**src/core/fspc_pkg.sv**
```systemverilog
// Constants shared by the flash self-program control block.
package fspc_pkg;

    // Control/status register: word index and byte address.
    localparam logic [7:0]  CSR_INDEX = 8'h37;
    localparam logic [11:0] CSR_ADDR  = {2'b00, CSR_INDEX, 2'b00};
    localparam logic [7:0]  CSR_RESET = 8'h00;

    // Control/status field positions.
    localparam int BIT_READY_IE    = 7;
    localparam int BIT_SECT_BUSY   = 6;
    localparam int BIT_SIG_READ    = 5;
    localparam int BIT_SECT_RD_EN  = 4;
    localparam int BIT_LOCK_READ   = 3;
    localparam int BIT_PAGE_WRITE  = 2;
    localparam int BIT_PAGE_ERASE  = 1;
    localparam int BIT_SELF_PRG_EN = 0;

    // Accepted command codes in the low five bits.
    localparam logic [4:0] CODE_SECT_RD  = 5'h11;
    localparam logic [4:0] CODE_LOCK_RD  = 5'h09;
    localparam logic [4:0] CODE_PG_WRITE = 5'h05;
    localparam logic [4:0] CODE_PG_ERASE = 5'h03;
    localparam logic [4:0] CODE_FILL     = 5'h01;

    // Arming windows in clock cycles.
    localparam logic [2:0] WIN_STORE    = 3'h4;
    localparam logic [2:0] WIN_LOAD_MIN = 3'h2;

    // Erase and write time, rounded up to whole cycles.
    localparam int unsigned CLK_PERIOD_NS = 100;
    localparam int unsigned PROG_TIME_NS  = 3700000;
    localparam int unsigned PROG_CYCLES   =
        (PROG_TIME_NS + CLK_PERIOD_NS - 1) / CLK_PERIOD_NS;
    localparam int PROG_CW = 16;

    // Sequencer states.
    typedef enum logic [2:0] {
        st_idle  = 3'b001,
        st_armed = 3'b010,
        st_busy  = 3'b100
    } fspc_state_e;

endpackage

```
**src/core/fspc_down_counter.sv**
```systemverilog
// Loadable down counter that stops at zero.
module fspc_down_counter
    import fspc_pkg::*;
#(
    parameter int W = 8
) (
    input  wire logic         clk,     // System clock.
    input  wire logic         rst_n,   // Synchronous reset, active low.
    input  wire logic         load,    // Load the start value.
    input  wire logic [W-1:0] value,   // Start value.
    output logic      [W-1:0] count    // Current count.
);

    logic [W-1:0] count_q;
    logic [W-1:0] count_d;

    always_comb
    begin
        count_d = count_q;
        if (load)
        begin
            count_d = value;
        end
        else if (count_q != '0)
        begin
            count_d = count_q - W'(1);
        end
    end

    always_ff @(posedge clk)
    begin
        if (!rst_n)
        begin
            count_q <= '0;
        end
        else
        begin
            count_q <= count_d;
        end
    end

    assign count = count_q;

endmodule // fspc_down_counter

```
**src/core/fspc_page_buf.sv**
```systemverilog
// Temporary page buffer held in flip-flops, one entry per word.
module fspc_page_buf
    import fspc_pkg::*;
#(
    parameter int WORDS = 32,
    parameter int AW    = 5,
    parameter int DW    = 16
) (
    input  wire logic          clk,      // System clock.
    input  wire logic          rst_n,    // Synchronous reset, active low.
    input  wire logic          clear,    // Discard all entries.
    input  wire logic          wr_en,    // Store one word.
    input  wire logic [AW-1:0] wr_addr,  // Word index to store.
    input  wire logic [DW-1:0] wr_data,  // Word to store.
    input  wire logic [AW-1:0] rd_addr,  // Word index to read.
    output logic      [DW-1:0] rd_data,  // Word read, erased reads ones.
    output logic               filled    // Some entry holds data.
);

    logic [DW-1:0]    mem_q [WORDS];
    logic [WORDS-1:0] used_q;

    // Cleared entries read as erased flash so a partial page is safe.
    genvar i;
    generate
        for (i = 0; i < WORDS; i++)
        begin : g_entry
            logic          hit;
            logic [DW-1:0] mem_d;
            logic          used_d;
            assign hit = wr_en && (wr_addr == AW'(i));
            always_comb
            begin
                mem_d  = mem_q[i];
                used_d = used_q[i];
                if (clear)
                begin
                    mem_d  = '1;
                    used_d = 1'b0;
                end
                else if (hit)
                begin
                    mem_d  = wr_data;
                    used_d = 1'b1;
                end
            end
            always_ff @(posedge clk)
            begin
                if (!rst_n)
                begin
                    mem_q[i]  <= '1;
                    used_q[i] <= 1'b0;
                end
                else
                begin
                    mem_q[i]  <= mem_d;
                    used_q[i] <= used_d;
                end
            end
        end
    endgenerate

    assign rd_data = mem_q[rd_addr];
    assign filled  = |used_q;

endmodule // fspc_page_buf

```
**src/core/fspc_top.sv**
```systemverilog
// Flash self-program control and status with APB register access.
//
// The APB slave port is this design's own decision.

// Behaviour
// - Ready interrupt when enabled, global on, idle
// - No ready interrupt during EEPROM write, store
// - Section busy bit always reads zero
// - Signature arm makes load return signature byte
// - Store after signature arm does nothing
// - Section read enable write clears page buffer
// - Lock arm: load returns lock or fuse byte
// - Page write arm: store writes buffer to page
// - Page write bit clears on completion or timeout
// - CPU halted during whole erase or write
// - Page erase arm: store erases pointed page
// - Page erase bit clears on completion or timeout
// - Enable opens four-clock store window, self-clears
// - Plain store puts data pair into buffer
// - Enable stays set until erase/write finishes
// - Only five listed codes arm anything
// - Boot code may program any flash page
// - EEPROM write blocks commands and fuse reads
// - Buffer cleared after page write and reset
// - Programmed fuse and lock bits read zero
module fspc_top
    import fspc_pkg::*;
#(
    parameter int          PAGE_WORDS  = 32,
    parameter int          PW_BITS     = 5,
    parameter int unsigned PROG_CYCLES_P = PROG_CYCLES,
    parameter logic [31:0] SIG_ROW     = 32'h5aa53cc3  // Arbitrary value.
) (
    input  wire logic        clk,                  // System clock.
    input  wire logic        rst_n,                // Sync reset, active low.
    input  wire logic [11:0] paddr,                // APB byte address.
    input  wire logic        psel,                 // APB select.
    input  wire logic        penable,              // APB access phase.
    input  wire logic        pwrite,               // APB write.
    input  wire logic [31:0] pwdata,               // APB write data.
    input  wire logic [3:0]  pstrb,                // APB byte strobes.
    output logic      [31:0] prdata,               // APB read data.
    output logic             pready,               // APB ready.
    output logic             pslverr,              // APB error.
    input  wire logic        global_int_enable,    // CPU global interrupt.
    input  wire logic        eeprom_write_flag,    // EEPROM write running.
    input  wire logic        exec_in_boot,         // Code runs from boot.
    input  wire logic        spm_req,              // Store-program pulse.
    input  wire logic        lpm_req,              // Load-program pulse.
    input  wire logic [15:0] z_ptr,                // Pointer register.
    input  wire logic [15:0] data_register_pair,   // Word to store.
    input  wire logic [7:0]  lock_programmed,      // Lock bits programmed.
    input  wire logic [7:0]  fuse_low_programmed,  // Low fuses programmed.
    input  wire logic [7:0]  fuse_high_programmed, // High fuses programmed.
    input  wire logic [7:0]  fuse_ext_programmed,  // Ext fuses programmed.
    output logic             lpm_hit,              // Special load answered.
    output logic      [7:0]  lpm_data,             // Special load byte.
    output logic             cpu_halt,             // Stall the CPU.
    output logic             ready_irq,            // Ready interrupt.
    output logic             flash_erase,          // Page erase running.
    output logic             flash_write,          // Page write running.
    output logic [15-PW_BITS-1:0] flash_page,      // Page being programmed.
    input  wire logic [PW_BITS-1:0] flash_buf_addr, // Buffer read index.
    output logic      [15:0] flash_buf_data        // Buffer read word.
);

    localparam int PGW = 15 - PW_BITS;

    fspc_state_e      state_q;
    fspc_state_e      state_d;
    logic [5:0]       cmd_q;
    logic [5:0]       cmd_d;
    logic             ie_q;
    logic             ie_d;
    logic [PGW-1:0]   page_q;
    logic [PGW-1:0]   page_d;
    logic             erase_q;
    logic             erase_d;
    logic             write_q;
    logic             write_d;
    logic             hit_q;
    logic             hit_d;
    logic [7:0]       ldat_q;
    logic [7:0]       ldat_d;
    logic [31:0]      prdata_q;
    logic [31:0]      prdata_d;
    logic             err_q;
    logic             err_d;

    logic             win_load;
    logic [2:0]       win_cnt;
    logic             prog_load;
    logic [PROG_CW-1:0] prog_cnt;
    logic             buf_clear;
    logic             buf_wr;
    logic             buf_filled;
    logic             apb_wr;
    logic [4:0]       wr_code;
    logic             code_ok;
    logic [7:0]       csr_rd;
    logic [7:0]       fuse_byte;

    assign apb_wr  = psel && penable && pwrite && pstrb[0]
                     && (paddr == CSR_ADDR);
    assign wr_code = pwdata[4:0];
    assign code_ok = (wr_code == CODE_SECT_RD) ||
                     (wr_code == CODE_LOCK_RD) ||
                     (wr_code == CODE_PG_WRITE) ||
                     (wr_code == CODE_PG_ERASE) ||
                     (wr_code == CODE_FILL);

    // Section busy is tied low: no read-while-write split.
    assign csr_rd = {ie_q, 1'b0, cmd_q[5:0]};

    // Programmed bits read back as zero.
    always_comb
    begin
        case (z_ptr[1:0])
            2'b01:   fuse_byte = ~lock_programmed;
            2'b10:   fuse_byte = ~fuse_ext_programmed;
            2'b11:   fuse_byte = ~fuse_high_programmed;
            default: fuse_byte = ~fuse_low_programmed;
        endcase
    end

    always_comb
    begin
        state_d   = state_q;
        cmd_d     = cmd_q;
        ie_d      = ie_q;
        page_d    = page_q;
        erase_d   = erase_q;
        write_d   = write_q;
        hit_d     = 1'b0;
        ldat_d    = ldat_q;
        win_load  = 1'b0;
        prog_load = 1'b0;
        buf_clear = 1'b0;
        buf_wr    = 1'b0;
        case (state_q)
            st_armed:
            begin
                // Only boot code may store; any page is a target.
                if (spm_req && exec_in_boot)
                begin
                    if (cmd_q[BIT_PAGE_ERASE] || cmd_q[BIT_PAGE_WRITE])
                    begin
                        state_d   = st_busy;
                        prog_load = 1'b1;
                        page_d    = z_ptr[15:PW_BITS+1];
                        erase_d   = cmd_q[BIT_PAGE_ERASE];
                        write_d   = cmd_q[BIT_PAGE_WRITE];
                    end
                    else
                    begin
                        // Signature, lock and section modes ignore stores.
                        buf_wr  = (cmd_q == {1'b0, CODE_FILL});
                        cmd_d   = '0;
                        state_d = st_idle;
                    end
                end
                else if (lpm_req && (win_cnt >= WIN_LOAD_MIN)
                         && !eeprom_write_flag
                         && (cmd_q[BIT_SIG_READ]
                             || cmd_q[BIT_LOCK_READ]))
                begin
                    hit_d = 1'b1;
                    if (cmd_q[BIT_SIG_READ])
                    begin
                        ldat_d = SIG_ROW[8*z_ptr[1:0] +: 8];
                    end
                    else
                    begin
                        ldat_d = fuse_byte;
                    end
                    cmd_d   = '0;
                    state_d = st_idle;
                end
                else if (win_cnt == 3'h1)
                begin
                    cmd_d   = '0;
                    state_d = st_idle;
                end
            end
            st_busy:
            begin
                // Enable stays high so software can poll for the end.
                if (prog_cnt == PROG_CW'(1))
                begin
                    cmd_d     = '0;
                    state_d   = st_idle;
                    erase_d   = 1'b0;
                    write_d   = 1'b0;
                    buf_clear = write_q;
                end
            end
            default:
            begin
                state_d = st_idle;
            end
        endcase
        // Accepted register writes win state and command over CPU events in the same cycle, whose buffer, load and flash effects still apply.
        if (apb_wr)
        begin
            ie_d = pwdata[BIT_READY_IE];
            if ((state_q != st_busy) && !eeprom_write_flag
                && code_ok)
            begin
                cmd_d    = {pwdata[BIT_SIG_READ]
                            && (wr_code == CODE_FILL), wr_code};
                state_d  = st_armed;
                win_load = 1'b1;
                if (wr_code == CODE_SECT_RD)
                begin
                    buf_clear = 1'b1;
                end
            end
        end
        // An EEPROM write mid page load loses loaded data.
        if (eeprom_write_flag && buf_filled && (state_q != st_busy))
        begin
            buf_clear = 1'b1;
        end
    end

    // Read data latched in setup, shown in access.
    always_comb
    begin
        prdata_d = prdata_q;
        err_d    = err_q;
        if (psel && !penable)
        begin
            err_d    = (paddr != CSR_ADDR);
            prdata_d = (paddr == CSR_ADDR) ? {24'h000000, csr_rd} : '0;
        end
    end

    always_ff @(posedge clk)
    begin
        if (!rst_n)
        begin
            state_q  <= st_idle;
            cmd_q    <= CSR_RESET[5:0];
            ie_q     <= CSR_RESET[BIT_READY_IE];
            page_q   <= '0;
            erase_q  <= 1'b0;
            write_q  <= 1'b0;
            hit_q    <= 1'b0;
            ldat_q   <= 8'h00;
            prdata_q <= 32'h00000000;
            err_q    <= 1'b0;
        end
        else
        begin
            state_q  <= state_d;
            cmd_q    <= cmd_d;
            ie_q     <= ie_d;
            page_q   <= page_d;
            erase_q  <= erase_d;
            write_q  <= write_d;
            hit_q    <= hit_d;
            ldat_q   <= ldat_d;
            prdata_q <= prdata_d;
            err_q    <= err_d;
        end
    end

    fspc_down_counter #(
        .W (3)
    ) u_win (
        .clk   (clk),
        .rst_n (rst_n),
        .load  (win_load),
        .value (WIN_STORE),
        .count (win_cnt)
    );

    fspc_down_counter #(
        .W (PROG_CW)
    ) u_prog (
        .clk   (clk),
        .rst_n (rst_n),
        .load  (prog_load),
        .value (PROG_CW'(PROG_CYCLES_P)),
        .count (prog_cnt)
    );

    // Reset empties the buffer itself.
    fspc_page_buf #(
        .WORDS (PAGE_WORDS),
        .AW    (PW_BITS),
        .DW    (16)
    ) u_buf (
        .clk     (clk),
        .rst_n   (rst_n),
        .clear   (buf_clear),
        .wr_en   (buf_wr),
        .wr_addr (z_ptr[PW_BITS:1]),
        .wr_data (data_register_pair),
        .rd_addr (flash_buf_addr),
        .rd_data (flash_buf_data),
        .filled  (buf_filled)
    );

    assign prdata      = prdata_q;
    assign pready      = 1'b1;
    assign pslverr     = psel && penable && err_q;
    assign lpm_hit     = hit_q;
    assign lpm_data    = ldat_q;
    assign cpu_halt    = (state_q == st_busy);
    assign flash_erase = erase_q;
    assign flash_write = write_q;
    assign flash_page  = page_q;
    assign ready_irq   = ie_q && global_int_enable
                         && !cmd_q[BIT_SELF_PRG_EN]
                         && !eeprom_write_flag
                         && (state_q != st_busy);

endmodule // fspc_top

```
**config.mk**
```make
export PLATFORM = sky130hd
export DESIGN_NAME = fspc_top
export DESIGN_NICKNAME = d
export VERILOG_FILES = /design/src/core/fspc_pkg.sv /design/src/core/fspc_down_counter.sv /design/src/core/fspc_page_buf.sv /design/src/core/fspc_top.sv
export SDC_FILE = /design/constraint.sdc
export NUM_CORES = 1
export LEC_CHECK = 0
export ABC_AREA = 1
export BUFFER_PORTS_ARGS = -buffer_cell sky130_fd_sc_hd__buf_2
export CAP_MARGIN = 20
export CELL_PAD_IN_SITES_DETAIL_PLACEMENT = 1
export CELL_PAD_IN_SITES_GLOBAL_PLACEMENT = 1
export CORE_UTILIZATION = 30
export CTS_CLUSTER_SIZE = 10
export DETAILED_ROUTE_END_ITERATION = 10
export PLACE_DENSITY = 0.57
export SLEW_MARGIN = 20
export SYNTH_ARGS = -nofsm -noshare
export SYNTH_HDL_FRONTEND = slang
export SYNTH_SLANG_ARGS = --single-unit
```
**constraint.sdc**
```tcl
create_clock -name clk -period 4.45 [get_ports clk]
set_input_delay 0.89 -clock clk [delete_from_list [all_inputs] [get_ports clk]]
set_output_delay 0.89 -clock clk [all_outputs]
set_load 0.01 [all_outputs]
```
==> flow_metrics.py <==
metrics = {
    "critical_path": {
        "path_max_fanout": 113,
        "critPathLaunchType": "primary input",
        "cp-end-kind": "primary output",
        "r2r_end": "u_buf.mem_q[0][4]",
        "cp_slowest_cell": "buf_4",
        "cpPeakStageDelay_ns": 0.45,
        "cp_common_cell": "nand2_1",
        "worstPathRequired_ns": 3.56,
        "crit_arrival_ns": 3.08,
        "path_cells": "buf_6 -> buf_12 -> buf_4 -> nor2_1 -> o211ai_1 -> nand3_1 -> nand2_1 -> nand2_1 -> nand2_1 -> buf_2",
        "crit_family": "buffers and inverters",
        "r2r-start": "state_q[1]",
        "r2r_slack_ns": 1.12,
        "path_buf_inv": 4,
        "reg2reg_depth": 8,
        "path_class": "primary input to primary output",
    },
    "floorplan": {
        "die_h_um": 314,
        "fp.dieArea_sq_mm": 0.0983,
        "core-area_sq_mm": 0.0956,
        "start_util_pct": 30.5,
        "io-pin-count": 200,
        "die_x_um": 314,
        "row_count": 113,
    },
    "hold_path": {
        "hp-start": "lpm_data[6]",
        "hold_depth": 2,
        "hold_end": "lpm_data[6]",
        "hold_class": "flop to flop",
    },
    "sta": {
        "setup_viol_count_final": 0,
        "hold_viol_final": 0,
        "finalSetupTns_ns": 0,
        "fmaxAchievable_ghz": 0.252,
        "finalCritPeriodShare_pct": 89.2,
        "drv_slew": 0,
        "rsz0062_at_grt": "false",
        "whs_ns": 0.465,
        "skew_ns": 0.0261,
        "worst_pin_slew_ns": 1.20,
        "fin_crit_ns": 3.97,
        "relSlewSlack_pct": 20.0,
    },
    "synthesis": {
        "avgSynthCellArea_sq_um": 9.57,
        "yosysSeqAreaShare_pct": 59.0,
        "yosys-top-cells-count": "nand3_1 (651), nand2_1 (602), edfxtp_1 (512)",
        "synth.most_common_cell": "nand3_1",
        "ys_async_sr_fraction_pct": 0,
        "yosysTopAreaCell": "edfxtp_1",
        "synth_edf_count": 512,
        "ys.flop_type": "edfxtp_1",
        "synth-seq-cells": 602,
        "syn_area_sq_mm": 0.0291,
        "synthCells": 3043,
        "synth.distinct_cells": 37,
        "yosysWarnings": 0,
        "ys_top_cells_by_area": "edfxtp_1 (53%), nand3_1 (11%), nand2_1 (7.8%)",
        "synth_top_cell_area_share_pct": 52.8,
    },
    "layout": {
        "ff_latch_area_sq_mm": 0.0172,
        "nNetsFinal": 3219,
        "area_growth_pct": 13.7,
        "fin_cells": 4386,
        "finalCoreUtilization_pct": 34.6,
        "fill_cells": 10900,
        "drive_gt1_share_pct": 12.5,
        "multiInputGateArea_sq_mm": 0.0103,
        "num_antenna_cells": 0,
    },
    "routing": {
        "dr_total_vias": 23100,
        "route.detailed.drc": 0,
        "avgRoutedWirePerCell_um": 22.5,
        "drt-vias-per-instance": 5.26,
        "first_pass_iters": 5,
        "drt.antenna.violating_nets": 0,
        "first_iter_violations": 1808,
        "drt-total-wl_um": 98500,
    },
    "power_and_ir_drop": {
        "p_leak_nw": 10.8,
        "powerDensity_mw_per_mm2": 405,
        "ir_drop_mv": 0.227,
    },
    "clock_network": {
        "cts_num_sinks": 602,
        "cts_buffers": 74,
        "cts.htree.levels": 3,
        "postCtsResizedCells": 0,
        "holdBufCountCts": 0,
        "cts.clk_slew.worst_paths_ns": 0.05,
        "clockBufferDepth": 3,
        "clk_latency_ns": 0.63,
        "cts_tree": "yes",
        "root_buffer": "clkbuf_16",
        "cts_setup_buffers": 0,
    },
    "place": {
        "portBuffers": 145,
        "dp_hpwl_um": 60700,
        "gp_congestion": 0.825,
        "dp_cells": 4270,
    },
    "grt": {
        "grt_pass1_vias": 23800,
        "gr-total-overflow": 0,
        "antenna_found_initial": 3,
        "grt_usage_pct": 19.9,
        "grt_start_max_net_pins": 238,
        "grt_pass1_wl_um": 148000,
    },
    "job": {
        "maxCapViolations": 0,
    },
    "status": {
        "status": "finished clean",
    },
}
## how the worst max path moves through the flow
stage / from / end / cells past startpoint
after floorplan: flash_buf_addr[1] / flash_buf_data[13] / 9
after global placement: flash_buf_addr[0] / flash_buf_data[12] / 12
after detailed placement: flash_buf_addr[0] / flash_buf_data[12] / 12
after CTS: flash_buf_addr[0] / flash_buf_data[12] / 12
after global routing: flash_buf_addr[0] / flash_buf_data[11] / 12
final: flash_buf_addr[0] / flash_buf_data[6] / 10
## per-layer routing
metal,up-vias,GRT usage (%),part of all wire [%]
met1,11600,25.7,43
met4,4,7.90,4.0
li1,10700,-,-
met3,152,2.85,4.8
met2,626,33.5,48
met5,-,0,0.028
## cells by family after synthesis
logic type               Yosys count  share of synthesized area, %
AO/OA/AOI/OAI                    395                          7.73
XOR/XNOR                           9                         0.271
adder cells (fa/ha/maj)           11                         0.473
buffers and inverters            374                          6.07
flip-flops                       602                          59.0
other                              2                        0.0258
AND/OR/NAND/NOR                 1650                          26.4
## flip-flops by register name (all words and copies together) (netlist names), 3 cells and up
signal / count
prdata: 7
cmd_q: 6
u_buf.mem_q: 512
lpm_data: 8
u_buf.used_q: 32
u_prog.count: 16
flash_page: 10
state_q: 3
u_win.count: 3
## per-stage QoR
stage	worst slack (ns)	instance area [sq um]	power (mW)
2_1_floorplan	1.42	29200	7.43
3_3_place_gp	0.520	31000	7.98
3_5_place_dp	0.513	31000	8.03
4_1_cts	0.504	33100	13.5
5_1_grt	0.364	33100	13.9
6_report	0.479	33100	13.4
## cells in the final DEF (no fill, tap or decap), types with 6 or more instances in the layout
| master | instances |
|---|---|
| a21oi_1 | 162 |
| buf_12 | 13 |
| buf_2 | 142 |
| buf_4 | 85 |
| clkbuf_1 | 20 |
| clkbuf_16 | 75 |
| clkinv_1 | 12 |
| conb_1 | 26 |
| dfxtp_1 | 90 |
| edfxtp_1 | 512 |
| ha_1 | 11 |
| inv_1 | 65 |
| inv_6 | 6 |
| nand2_1 | 602 |
| nand3_1 | 651 |
| nand4_1 | 8 |
| nand4_4 | 31 |
| nor2_1 | 322 |
| nor2_2 | 6 |
| nor2_4 | 16 |
| nor3_1 | 7 |
| o211ai_1 | 16 |
| o21ai_0 | 135 |
| o221ai_1 | 20 |
| o31ai_1 | 53 |
## worst reg2reg max path, cell delays in order (launching register included)
cell     delay (ns)
dfxtp_1        0.31
nor2_1         0.10
nand2_1        0.12
inv_1          0.23
nor2_1         0.12
o21ai_4        0.10
buf_4          0.75
nand4_1        1.05
nand3_1        0.38
## cell type report
cell class	instances	area share [%]
clock buffers	96	5.94
multi-input cells	2091	31.2
inverters	70	0.809
repair buffers	242	4.94
flip-flops and latches	602	51.9
clock inverters	20	0.439
well taps	1265	4.78
## where the power goes
group,leakage (nW),switching [mW],internal [mW]
combinational,5.58,1.19,0.472
sequential,4.19,0.0698,6.17
clock,1.03,2.36,3.15
total,10.8,3.62,9.79
No activity file was read; power rests on OpenSTA's default activity.
